File: src/design/frt_pkg.sv
// Shared constants and types of the free-running timer with output compare
package frt_pkg;

  // ----------------------------------------------------------------
  // Widths and prescaler
  // ----------------------------------------------------------------
  localparam int          COUNT_W     = 16;    // Counter and compare width
  localparam int          IDX_W       = 6;     // Register index width
  localparam int          PHASE_W     = 2;     // Divide-by-four prescaler
  localparam logic [1:0]  STEP_PHASE  = 2'h3;  // Phase that advances count
  localparam logic [1:0]  MATCH_PHASE = 2'h0;  // Phase that compares
  localparam logic [15:0] COUNT_RESET = 16'h0000;
  localparam logic [15:0] COUNT_MAX   = 16'hffff;

  // ----------------------------------------------------------------
  // Register indexes (byte address is four times the index)
  // ----------------------------------------------------------------
  localparam logic [5:0] IDX_CAP1_HI = 6'h20;
  localparam logic [5:0] IDX_CAP1_LO = 6'h21;
  localparam logic [5:0] IDX_CMP1_HI = 6'h22;
  localparam logic [5:0] IDX_CMP1_LO = 6'h23;
  localparam logic [5:0] IDX_CAP2_HI = 6'h24;
  localparam logic [5:0] IDX_CAP2_LO = 6'h25;
  localparam logic [5:0] IDX_CMP2_HI = 6'h26;
  localparam logic [5:0] IDX_CMP2_LO = 6'h27;
  localparam logic [5:0] IDX_CNT_HI  = 6'h28;
  localparam logic [5:0] IDX_CNT_LO  = 6'h29;
  localparam logic [5:0] IDX_ALT_HI  = 6'h2a;
  localparam logic [5:0] IDX_ALT_LO  = 6'h2b;
  localparam logic [5:0] IDX_CTL1    = 6'h2c;
  localparam logic [5:0] IDX_CTL2    = 6'h2d;
  localparam logic [5:0] IDX_STATUS  = 6'h2e;

  // ----------------------------------------------------------------
  // Field positions
  // ----------------------------------------------------------------
  localparam int CTL1_IRQ_CAP1   = 7;
  localparam int CTL1_IRQ_CAP2   = 6;
  localparam int CTL1_IRQ_MATCH1 = 5;
  localparam int CTL1_IRQ_OVF    = 4;
  localparam int CTL1_OUT_EN1    = 3;
  localparam int CTL1_LEVEL1     = 0;
  localparam int CTL2_IRQ_MATCH2 = 5;
  localparam int CTL2_OUT_EN2    = 3;
  localparam int CTL2_LEVEL2     = 0;
  localparam int STAT_MATCH1     = 5;
  localparam int STAT_OVF        = 4;
  localparam int STAT_CAP_PIN1   = 3;
  localparam int STAT_CAP_PIN2   = 2;
  localparam int STAT_MATCH2     = 1;

  // ----------------------------------------------------------------
  // Per-channel control carried into a compare channel
  // ----------------------------------------------------------------
  typedef struct packed {
    logic level;         // Level loaded into the pin latch on a match
    logic out_en;        // Drive the latched level, else hold low
    logic pin_is_input;  // Shared pin is an input: no drive, no match
  } chan_ctrl_s;

endpackage

File: src/design/compare_channel.sv
// One 16-bit output compare channel: value, inhibit, flag and pin latch
`timescale 1ns/100ps
`default_nettype none

module compare_channel
  import frt_pkg::*;
(
  // Clock and reset
  input  wire logic               i_clk,
  input  wire logic               i_rst_b,
  // Timer side
  input  wire logic               i_match_phase,
  input  wire logic [COUNT_W-1:0] i_count,
  input  wire chan_ctrl_s         i_ctrl,
  // Register access
  input  wire logic               i_wr_hi,
  input  wire logic               i_wr_lo,
  input  wire logic               i_lo_acc,
  input  wire logic               i_stat_rd,
  input  wire logic [7:0]         i_wdata,
  // Results
  output logic [COUNT_W-1:0]      o_value,
  output logic                    o_flag,
  output logic                    o_pin,
  output logic                    o_pin_oe
);

  logic inhibit;   // Compares held off after a high-byte write
  logic armed;     // Status was read with the flag set
  logic level_q;   // Output level latch
  logic hit;       // Match in this counter state
  logic clr;       // Flag clear on armed low-byte access

  // ----------------------------------------------------------------
  // Match detection
  // ----------------------------------------------------------------
  // One phase per counter value, never while inhibited or pin is input
  assign hit = i_match_phase & ~inhibit & ~i_ctrl.pin_is_input &
               (i_count == o_value);
  assign clr = i_lo_acc & armed;

  // Compare value: bytes written alone, no reset, no hardware update
  always_ff @(posedge i_clk) begin
    if (i_wr_hi) begin
      o_value[15:8] <= i_wdata;
    end
    if (i_wr_lo) begin
      o_value[7:0] <= i_wdata;
    end
  end

  // Inhibit from high-byte write until the low byte is written
  always_ff @(posedge i_clk or negedge i_rst_b) begin
    if (!i_rst_b) begin
      inhibit <= 1'b0;
    end else if (i_wr_hi) begin
      inhibit <= 1'b1;
    end else if (i_wr_lo) begin
      inhibit <= 1'b0;
    end
  end

  // Match flag: set wins over clear, untouched by reset
  always_ff @(posedge i_clk) begin
    if (hit) begin
      o_flag <= 1'b1;
    end else if (clr) begin
      o_flag <= 1'b0;
    end
  end

  // Arm for clearing on a status read that sees the flag
  always_ff @(posedge i_clk or negedge i_rst_b) begin
    if (!i_rst_b) begin
      armed <= 1'b0;
    end else if (i_stat_rd && o_flag) begin
      armed <= 1'b1;
    end else if (clr) begin
      armed <= 1'b0;
    end
  end

  // Level latch loads on every match, flag state regardless
  always_ff @(posedge i_clk or negedge i_rst_b) begin
    if (!i_rst_b) begin
      level_q <= 1'b0;
    end else if (hit) begin
      level_q <= i_ctrl.level;
    end
  end

  // Pin drive: low while disabled, released while the pin is input
  always_ff @(posedge i_clk or negedge i_rst_b) begin
    if (!i_rst_b) begin
      o_pin    <= 1'b0;
      o_pin_oe <= 1'b0;
    end else begin
      o_pin    <= i_ctrl.out_en & (hit ? i_ctrl.level : level_q);
      o_pin_oe <= ~i_ctrl.pin_is_input;
    end
  end

endmodule

`default_nettype wire

File: src/design/frt_timer.sv
// Free-running 16-bit timer with two output compare channels, Wishbone
//
// Our own choice: the Wishbone slave port.
`timescale 1ns/100ps
`default_nettype none

// Function
// 16-bit counter steps every four clocks
// counter steps on its phase; reads harmless
// lone low-byte read returns live count
// high read latches low byte until low read
// alternate pair never touches overflow flag
// compare values software-only, kept through reset
// compare per step; match sets flag, pin
// match flags at status bits 5 and 1
// channel two level at control two bit 0
// match interrupt only when enable set
// high-byte write suspends compares until low
// software must follow high write with low
// byte writes leave other byte intact
// level latch loads on every match
// flags and compare values not reset; the overflow flag is cleared by reset
// software init: high, status read, low
// software masks interrupts around two-byte access
// input-configured pin undriven, register still storage
// overflow set on wrap, cleared by sequence
// output enable reset clear, output held low
// one match event per counter value
module frt_timer
  import frt_pkg::*;
(
  // Clock and reset
  input  wire logic        i_clk,
  input  wire logic        i_rst_b,
  // Wishbone classic slave
  input  wire logic        i_wb_cyc,
  input  wire logic        i_wb_stb,
  input  wire logic        i_wb_we,
  input  wire logic [7:0]  i_wb_adr,
  input  wire logic [3:0]  i_wb_sel,
  input  wire logic [31:0] i_wb_dat,
  output logic      [31:0] o_wb_dat,
  output logic             o_wb_ack,
  // Port pins
  input  wire logic [1:0]  i_capture_pin,
  input  wire logic [1:0]  i_pin_is_input,
  output logic      [1:0]  o_compare_pin,
  output logic      [1:0]  o_compare_pin_oe,
  // Interrupt request
  output logic             o_timer_irq
);

  // ----------------------------------------------------------------
  // Declarations
  // ----------------------------------------------------------------
  logic [PHASE_W-1:0] prescale;     // Divide-by-four phase
  logic               step;         // Counter advance enable
  logic               match_phase;  // Compare enable
  logic [COUNT_W-1:0] count;        // Free-running counter
  logic [7:0]         lo_buf;       // Latched low byte
  logic               lo_held;      // Two-byte read in progress
  logic               ovf_flag;     // Overflow flag
  logic               ovf_arm;      // Status read saw overflow
  logic [7:3]         ctl1_hi;      // Enables in control one
  logic [2:0]         ctl1_lo;      // Edge and level bits, no reset
  logic               match_ie2;    // Channel two interrupt enable
  logic               out_en2;      // Channel two output enable
  logic               level2;       // Channel two output level
  logic               take;         // Request accepted this cycle
  logic               rd;           // Accepted read
  logic               wr;           // Accepted write on lane 0
  logic [IDX_W-1:0]   idx;          // Register index
  logic [7:0]         wdata;        // Write byte
  logic               rd_cnt_hi;    // Read of either counter high byte
  logic               rd_cnt_lo;    // Read of either counter low byte
  logic               rd_stat;      // Read of status
  logic [7:0]         next_rdata;   // Read data mux
  logic [COUNT_W-1:0] cmp_val [2];  // Compare values
  logic [1:0]         match_flag;   // Match flags per channel
  chan_ctrl_s         chan_ctrl [2]; // Per-channel control

  // ----------------------------------------------------------------
  // Bus decode
  // ----------------------------------------------------------------
  // One request per cycle; ack gap blocks a repeat take
  assign take      = i_wb_cyc & i_wb_stb & ~o_wb_ack;
  assign rd        = take & ~i_wb_we;
  assign wr        = take & i_wb_we & i_wb_sel[0];
  assign idx       = i_wb_adr[7:2];
  assign wdata     = i_wb_dat[7:0];
  assign rd_cnt_hi = rd & ((idx == IDX_CNT_HI) | (idx == IDX_ALT_HI));
  assign rd_cnt_lo = rd & ((idx == IDX_CNT_LO) | (idx == IDX_ALT_LO));
  assign rd_stat   = rd & (idx == IDX_STATUS);

  // ----------------------------------------------------------------
  // Prescaler and counter
  // ----------------------------------------------------------------
  assign step        = (prescale == STEP_PHASE);
  assign match_phase = (prescale == MATCH_PHASE);

  // Fixed divide by four, no programmable ratio
  always_ff @(posedge i_clk or negedge i_rst_b) begin
    if (!i_rst_b) begin
      prescale <= '0;
    end else begin
      prescale <= prescale + 2'h1;
    end
  end

  // Counter advances only on its step, bus reads never touch it
  always_ff @(posedge i_clk or negedge i_rst_b) begin
    if (!i_rst_b) begin
      count <= COUNT_RESET;
    end else if (step) begin
      count <= count + 16'h0001;
    end
  end

  // ----------------------------------------------------------------
  // Coherent two-byte counter read
  // ----------------------------------------------------------------
  // First high read latches the low byte; low read ends the sequence
  always_ff @(posedge i_clk or negedge i_rst_b) begin
    if (!i_rst_b) begin
      lo_held <= 1'b0;
      lo_buf  <= 8'h00;
    end else if (rd_cnt_hi && !lo_held) begin
      lo_held <= 1'b1;
      lo_buf  <= count[7:0];
    end else if (rd_cnt_lo) begin
      lo_held <= 1'b0;
    end
  end

  // ----------------------------------------------------------------
  // Overflow flag
  // ----------------------------------------------------------------
  // Arm on status read that sees the flag
  always_ff @(posedge i_clk or negedge i_rst_b) begin
    if (!i_rst_b) begin
      ovf_arm <= 1'b0;
    end else if (rd_stat && ovf_flag) begin
      ovf_arm <= 1'b1;
    end else if (rd && (idx == IDX_CNT_HI || idx == IDX_CNT_LO)) begin
      ovf_arm <= 1'b0;
    end
  end

  // Set on wrap wins over clear; alternate pair never clears
  always_ff @(posedge i_clk or negedge i_rst_b) begin
    if (!i_rst_b) begin
      ovf_flag <= 1'b0;
    end else if (step && count == COUNT_MAX) begin
      ovf_flag <= 1'b1;
    end else if (ovf_arm && rd &&
                 (idx == IDX_CNT_HI || idx == IDX_CNT_LO)) begin
      ovf_flag <= 1'b0;
    end
  end

  // ----------------------------------------------------------------
  // Control registers
  // ----------------------------------------------------------------
  // Enable bits cleared by reset
  always_ff @(posedge i_clk or negedge i_rst_b) begin
    if (!i_rst_b) begin
      ctl1_hi   <= 5'h00;
      match_ie2 <= 1'b0;
      out_en2   <= 1'b0;
    end else if (wr && idx == IDX_CTL1) begin
      ctl1_hi <= wdata[7:3];
    end else if (wr && idx == IDX_CTL2) begin
      match_ie2 <= wdata[CTL2_IRQ_MATCH2];
      out_en2   <= wdata[CTL2_OUT_EN2];
    end
  end

  // Edge and level bits keep their value through reset
  always_ff @(posedge i_clk) begin
    if (wr && idx == IDX_CTL1) begin
      ctl1_lo <= wdata[2:0];
    end
    if (wr && idx == IDX_CTL2) begin
      level2 <= wdata[CTL2_LEVEL2];
    end
  end

  // ----------------------------------------------------------------
  // Compare channels
  // ----------------------------------------------------------------
  assign chan_ctrl[0] = '{level:        ctl1_lo[CTL1_LEVEL1],
                          out_en:       ctl1_hi[CTL1_OUT_EN1],
                          pin_is_input: i_pin_is_input[0]};
  assign chan_ctrl[1] = '{level:        level2,
                          out_en:       out_en2,
                          pin_is_input: i_pin_is_input[1]};

  // One channel per compare register pair
  for (genvar g = 0; g < 2; g++) begin : g_chan
    localparam logic [5:0] HI = (g == 0) ? IDX_CMP1_HI : IDX_CMP2_HI;
    localparam logic [5:0] LO = (g == 0) ? IDX_CMP1_LO : IDX_CMP2_LO;

    compare_channel u_chan (
      .i_clk         (i_clk),
      .i_rst_b       (i_rst_b),
      .i_match_phase (match_phase),
      .i_count       (count),
      .i_ctrl        (chan_ctrl[g]),
      .i_wr_hi       (wr && idx == HI),
      .i_wr_lo       (wr && idx == LO),
      .i_lo_acc      (take && idx == LO),
      .i_stat_rd     (rd_stat),
      .i_wdata       (wdata),
      .o_value       (cmp_val[g]),
      .o_flag        (match_flag[g]),
      .o_pin         (o_compare_pin[g]),
      .o_pin_oe      (o_compare_pin_oe[g])
    );
  end

  // ----------------------------------------------------------------
  // Read data
  // ----------------------------------------------------------------
  // Capture registers and reserved bits read as zero
  always_comb begin
    next_rdata = 8'h00;
    case (idx)
      IDX_CMP1_HI: next_rdata = cmp_val[0][15:8];
      IDX_CMP1_LO: next_rdata = cmp_val[0][7:0];
      IDX_CMP2_HI: next_rdata = cmp_val[1][15:8];
      IDX_CMP2_LO: next_rdata = cmp_val[1][7:0];
      IDX_CNT_HI,
      IDX_ALT_HI:  next_rdata = count[15:8];
      IDX_CNT_LO,
      IDX_ALT_LO:  next_rdata = lo_held ? lo_buf : count[7:0];
      IDX_CTL1:    next_rdata = {ctl1_hi, ctl1_lo};
      IDX_CTL2: begin
        next_rdata[CTL2_IRQ_MATCH2] = match_ie2;
        next_rdata[CTL2_OUT_EN2]    = out_en2;
        next_rdata[CTL2_LEVEL2]     = level2;
      end
      IDX_STATUS: begin
        next_rdata[STAT_MATCH1]   = match_flag[0];
        next_rdata[STAT_OVF]      = ovf_flag;
        next_rdata[STAT_CAP_PIN1] = i_capture_pin[0];
        next_rdata[STAT_CAP_PIN2] = i_capture_pin[1];
        next_rdata[STAT_MATCH2]   = match_flag[1];
      end
      default:     next_rdata = 8'h00;
    endcase
  end

  // Registered answer one cycle after the request is taken
  always_ff @(posedge i_clk or negedge i_rst_b) begin
    if (!i_rst_b) begin
      o_wb_ack <= 1'b0;
      o_wb_dat <= 32'h0000_0000;
    end else begin
      o_wb_ack <= take;
      if (rd) begin
        o_wb_dat <= {24'h00_0000, next_rdata};
      end
    end
  end

  // ----------------------------------------------------------------
  // Interrupt request
  // ----------------------------------------------------------------
  // Each source gated by its own enable
  always_ff @(posedge i_clk or negedge i_rst_b) begin
    if (!i_rst_b) begin
      o_timer_irq <= 1'b0;
    end else begin
      o_timer_irq <= (match_flag[0] & ctl1_hi[CTL1_IRQ_MATCH1]) |
                     (match_flag[1] & match_ie2) |
                     (ovf_flag & ctl1_hi[CTL1_IRQ_OVF]);
    end
  end

endmodule

`default_nettype wire

File: config.mk
export PLATFORM = sky130hd
export DESIGN_NAME = frt_timer
export DESIGN_NICKNAME = d
export VERILOG_FILES = /design/src/design/frt_pkg.sv /design/src/design/compare_channel.sv /design/src/design/frt_timer.sv
export SDC_FILE = /design/constraint.sdc
export NUM_CORES = 1
export LEC_CHECK = 0
export BUFFER_PORTS_ARGS = -buffer_cell sky130_fd_sc_hd__clkbuf_2
export CAP_MARGIN = 0
export CORE_MARGIN = 3
export CORE_UTILIZATION = 40
export DETAILED_ROUTE_END_ITERATION = 10
export GPL_TIMING_DRIVEN = 0
export PLACE_DENSITY_LB_ADDON = 0.05
export SLEW_MARGIN = 0
export SYNTH_ARGS = -nofsm -noshare
export SYNTH_HDL_FRONTEND = slang
export SYNTH_SLANG_ARGS = --single-unit
File: constraint.sdc
create_clock -name i_clk -period 6.35 [get_ports i_clk]
set_clock_uncertainty 0.2 [all_clocks]
set_input_delay 0 -clock i_clk [delete_from_list [all_inputs] [get_ports i_clk]]
set_output_delay 0 -clock i_clk [all_outputs]
set_load 0.01 [all_outputs]
Yosys cells after proc, flatten, opt, wreduce, memory -nomap -nowiden

Cells that the tools add are included.

Bits in registers: 94
Latch bits: 0
Bits in writable memories: 0
Bits in read-only memories: 0
Input bits: 53
Output and inout port bits: 38
Logic and storage cells: 131
Memories: 0

Add/sub/neg operators: 2
Multiply operators: 0
Divide/modulo/power cells: 0
Magnitude comparators: 0
Equality and inequality tests: 15
Shift operators: 0
Multiplexer cells: 23
Bitwise logic cells: 32
Reductions and logical operators: 29

Operators by type and width:

| operator                                                        | count |
|---|---|
| 6-bit equality test, second input constant                      | 11 |
| 16-bit equality test                                            | 2 |
| 1-bit bitwise AND                                               | 21 |
| 1-bit case mux with 9 select lines                              | 2 |
| 16-bit by 1-bit adder with 16-bit output, second input constant | 1 |
| 16-bit equality test, second input constant                     | 1 |
| 1-bit logical AND                                               | 16 |
| 1-bit two-way mux                                               | 16 |
| 1-bit case mux with 8 select lines                              | 2 |
| 2-bit case mux with 8 select lines                              | 1 |
| 2-bit case mux with 7 select lines                              | 1 |
| 2-bit nonzero test                                              | 7 |
| 8-bit two-way mux                                               | 1 |
| 1-bit NOT                                                       | 7 |
| 1-bit OR                                                        | 4 |
| 2-bit OR reduction                                              | 2 |
| 2-bit by 1-bit adder with 2-bit output, second input constant   | 1 |
| 2-bit equality test, second input constant                      | 1 |
| 2-bit logical NOT                                               | 1 |
| 2-bit AND reduction                                             | 1 |
| 1-bit logical NOT                                               | 1 |
| 1-bit logical OR                                                | 1 |

Longest topological paths before layout

Word-level depth: 7
Gate-level depth with buffers: 7
Mapped depth without buffers: 6

Cells and area by module

A second synthesis with hierarchy kept.

Cell total of the unflattened synthesis: 395
Area, all modules: 4717.0 um^2

Modules (own cells, without submodules):

| module          | times used | cells an instance | area an instance (um^2) | seq. area each (um^2) |
|---|---|---|---|---|
| frt_timer       | 1          | 279               | 2962.8                  | 1271.2 |
| compare_channel | 2          | 58                | 877.1                   | 625.6 |

Least setup slack after synthesis

Ideal clock, no wire load.

Path kind: register to register
Start: register o_wb_ack
End: register g_chan[1].u_chan.o_value[10], enable pin
Library setup time: 0.386 ns
Arrival: 1.495 ns
Required time: 5.764 ns
Path slack: 4.269 ns
Cell stages (with the launch flop): 4
Path buffers: 0
Clock period less this slack: 2.081 ns
Cell sequence: dfrtp_1 -> nor2_1 -> nand3_1 -> nor3_1

Cells in the longest elaborated chain, start to end: 5

RTL lines:

| item                           | line                  | source |
|---|---|---|
| from (decl)                    | frt_timer.sv:43       | `output logic o_wb_ack,` |
| from (signal assigned)         | frt_timer.sv:259      | `o_wb_ack <= take;` |
| 1-bit NOT                      | frt_timer.sv:86       | `assign take = i_wb_cyc & i_wb_stb & ~o_wb_ack;` |
| 1-bit bitwise AND              | frt_timer.sv:86       |  |
| net take                       | frt_timer.sv:69       | `logic take;` |
| 1-bit bitwise AND (2 in a row) | frt_timer.sv:88       | `assign wr = take & i_wb_we & i_wb_sel[0];` |
| 1-bit logical AND              | frt_timer.sv:209      | `.i_wr_hi (wr && idx == HI),` |
| net g_chan[1].u_chan.i_wr_hi   | compare_channel.sv:16 | `input wire logic i_wr_hi,` |
| to (signal assigned)           | compare_channel.sv:45 | `o_value[15:8] <= i_wdata;` |
| to (decl)                      | compare_channel.sv:22 | `output logic [COUNT_W-1:0] o_value,` |

The timed path passes the listed nets, and every way through them passes these cells.
A chain may end at the register's enable or synchronous reset.

Final worst setup path

Start: input i_wb_stb
End: register ctl1_hi[7] in the netlist's numbering

Cells in the longest elaborated chain, start to end: 5

RTL lines:

| item                           | line             | source |
|---|---|---|
| from (decl)                    | frt_timer.sv:37  | `input wire logic i_wb_stb,` |
| 1-bit bitwise AND (2 in a row) | frt_timer.sv:86  |  |
| net take                       | frt_timer.sv:69  |  |
| 1-bit bitwise AND (2 in a row) | frt_timer.sv:88  |  |
| 1-bit logical AND              | frt_timer.sv:170 | `end else if (wr && idx == IDX_CTL1) begin` |
| to (signal assigned)           | frt_timer.sv:171 | `ctl1_hi <= wdata[7:3];` |
| to (decl)                      | frt_timer.sv:64  | `logic [7:3] ctl1_hi;` |

The timed path passes the listed nets, and every way through them passes these cells.

==> results.md <==
- Average wire per standard cell: 18.40 um
- Area grow syn2layout: 19.43%
- WP data arrival: 3.04 ns
- EDFF count, synth: 36
- Hold Path Class: in -> reg
- Final Hold Violating Endpoints: 0
- Via count of the first global-routing pass: 3176
- Cell internal pwr: 0.9807 mW
- Post-CTS sizing: 0
- Clock-pin transition on the worst setup and hold timing paths: 0.07 ns
- Initial antenna violation count: 0
- Final Util: 0.5026
- Xor and xnor fraction of the mapped netlist area: 0.08755
- DIE AREA: 0.01309 mm2
- Asr flop ratio synth: 0.5957
- Clock Path Buffers: 2
- Hold Crit Depth: 4
- Fmax: 0.3316 GHz
- Setup Crit Path Kind: in -> reg
- R2R cell count: 5
- Main synth FF type: dfrtp_1
- Vias per cell: 5.179
- Compound-Gate Fraction of Synth Area: 0.07903
- Total Power: 1.267 mW
- Critical Path RT: 6.38 ns
- Post-Synth Adder-Cell Area: 0.007983
- Final WL: 11590 um
- Area of the multi-input gates: 0.001914 mm2
- R2R setup slack: 3.83 ns
- RR Startpoint: o_wb_ack
- Postcts setup bufs: 0
- Syn avg cell area: 11.78 um2
- Slew HR: 0.2582
- Die height: 114.4 um
- DP HPWL: ~8600 um
- Sw Ratio: 0.2259
- Design area: 0.005615 mm2
- Multiplexer share of the synthesized area: 0.08968
- Post-Syn Instances: approximately 400
- Starting density of the core: 0.4208
- Final Slew Violations: 0
- Register share of total power: 0.505
- # port buffers: 35
- Vias: ~3300
- N_diodes: 0
- Post-synthesis instance area: 0.004702 mm2
- Final period util: 0.4749
- Leak: 2.434 nW
- Most frequent cells in the layout: 56 x dfrtp_1, 42 x xnor2_1, 36 x edfxtp_1, 34 x clkbuf_2, 32 x nand2_1
- Slew of the pin with the lowest slew margin: 1.103 ns
- Yosys cell types: 46
- CTS Hold Bufs: 16
- CTS buffer count: 9
- Crit path capture type: flop
- Final min period: 3.015 ns
- Setup WS post-layout: around 3.3 ns
- Status: finished, final reports clean
- Max cap viols: 0
- Critical Path Start Type: input pin
- Clock share of power: 0.427
- Worst vdd ir: about 0.18 mV
- Sw power: 0.2862 mW
- Hold Crit Endpoint: g_chan[1].u_chan.o_value[12]
- Seq/Total Area, Yosys: 0.5365
- Clock Tree Root: clkbuf_16
- Row Count: 38
- RSZ-0062 raised after global routing: no
- Gpl congestion: 0.8662
- Register area: approximately 0.0025 mm2
- DR iter-0 viols: 237
- Die X: roughly 110 um
- Largest net degree at the start of global routing: 57
- Fill cell count: 1005
- Total GRT Usage: 0.1878
- Worst Path Max Fanout: 8
- H-tree depth: 3
- Post-DP Area: between 0.005 and 0.006 mm2
- Hold Startpoint: i_wb_we
- CTS tree: yes
- Most common cell after layout, fill and taps aside: dfrtp_1
- Pwr dens: between 200 and 250 mW/mm2
- Grt ovf: 0
- Layout cells sized above 1: 0.2245
- Number of setup violations in the final report: 0
- Drt first pass iters: 5
- R2r endpoint: ctl1_hi[7]
- Sink Count: between 90 and 100
- Worst-skew pair later-pin latency: 0.34 ns
- First-pass GRT wire length: 18370 um
- I/O pin count: 91
- Ys Warns: 0
- Flop and latch count out of synthesis: 94
- Residual DRC: 0
- CP startpoint: i_wb_stb
- Post-Synth Simple-Gate Area: 0.1227
- Final setup TNS: 0 ns
- DP Worst Slack: approximately 3.8 ns
- Combinational share of power: 0.067
- Main combinational cell family by area after synthesis: simple AND/OR/NAND/NOR gates
- Final ANT Viol Nets: 0
- Core area: 0.01117 mm2
- Nets@finish: 541
==> how the worst max path moves through the flow <==
stage,to,slack [ns],depth (start not counted)
2_1_floorplan,g_chan[1].u_chan.o_value[10],4.27,3
3_3_place_gp,g_chan[1].u_chan.o_value[15],3.50,3
3_5_place_dp,ctl1_hi[7],3.84,5
4_1_cts,ctl1_hi[7],3.38,9
5_1_grt,ctl1_hi[7],3.18,9
6_report,ctl1_hi[7],3.33,9
==> flip-flops by register name, summed over array words and instances (netlist names), 2 cells and up <==
register,count
count,16
ctl1_hi,5
ctl1_lo,3
g_chan.u_chan.armed,2
g_chan.u_chan.inhibit,2
g_chan.u_chan.level_q,2
g_chan.u_chan.o_flag,2
g_chan.u_chan.o_pin,2
g_chan.u_chan.o_pin_oe,2
g_chan.u_chan.o_value,32
lo_buf,8
o_wb_dat,8
prescale,2
==> routing by layer <==
layer	global-route usage	vias to the layer above	wire, um
li1	-	1553	-
met1	0.2749	1573	5449
met2	0.2728	119	5207
met3	0.04493	18	720
met4	0.06413	0	214
met5	0	-	0
==> cell families after synthesis <==
| group | Yosys count |
|---|---|
| AOI/OAI and AO/OA | 51 |
| muxes | 36 |
| xor gates and xnor gates | 47 |
| buffers and inverters | 63 |
| DFF | 94 |
| other | 1 |
| adders and majority gates | 3 |
| and+or+nand+nor | 104 |
==> worst max-delay path, cell delays in order <==
cell           delay (ns)
dlygate4sd3_1        0.53
clkbuf_2             0.12
nand2_1              0.05
dlygate4sd3_1        0.55
nor2_1               0.36
and3_1               0.40
and2_1               0.17
clkbuf_1             0.46
mux2_2               0.40
==> synthesized netlist by cell type (3+ instances only) <==
cell        n  area (um2)
a21o_1      8       60.06
a21oi_1     4       20.02
a221oi_1    3       26.28
a222oi_1    4       40.04
a22oi_1    11       82.58
a31oi_1     5       31.28
and3_1      6       37.54
buf_1       3       11.26
buf_4      28       210.2
clkbuf_1   21       78.83
dfrtp_1    56        1401
edfxtp_1   36        1081
ha_1        3       37.54
inv_1       9       33.78
mux2_2     17       191.4
mux2_4      8       120.1
mux2i_1    11       110.1
nand2_1    32       120.1
nand3_1     7       35.03
nand4_1    13       81.33
nand4b_1    3       26.28
nand4bb_1   3       33.78
nor2_1     15       56.30
nor3_1      4       20.02
nor4_1      5       31.28
o21ai_0     7       35.03
or3_1       3       18.77
xnor2_1    42       367.9
xor2_1      5       43.79
==> through the flow <==
| stage | hold WS, ns | cells |
|---|---|---|
| global route | 0.02395 | 630 |
| finish | 0.01143 | 630 |
| global placement | -0.02793 | 597 |
| floorplan | -0.4956 | 422 |
| CTS | 0.01282 | 630 |
| detailed placement | -0.03159 | 598 |
==> area by class of cell <==
class / count / share of cell area
timing repair buffer: 52 / 0.06217
sequential: 94 / 0.4492
multi-input combinational: 265 / 0.3409
clock buffer: 9 / 0.04011
buffer: 54 / 0.05749
tap: 140 / 0.03119
clock inverter: 7 / 0.01292
inverter: 9 / 0.006016
==> power groups by stage <==
stage	registers (mW)	logic, mW	clock network, mW
floorplan	0.652	0.0477	0
global placement	0.652	0.0769	0
detailed placement	0.652	0.0778	0
CTS	0.640	0.0857	0.554
global route	0.641	0.0954	0.579
finish	0.640	0.0851	0.542
Note: power is estimated with default switching activity, not from simulation.
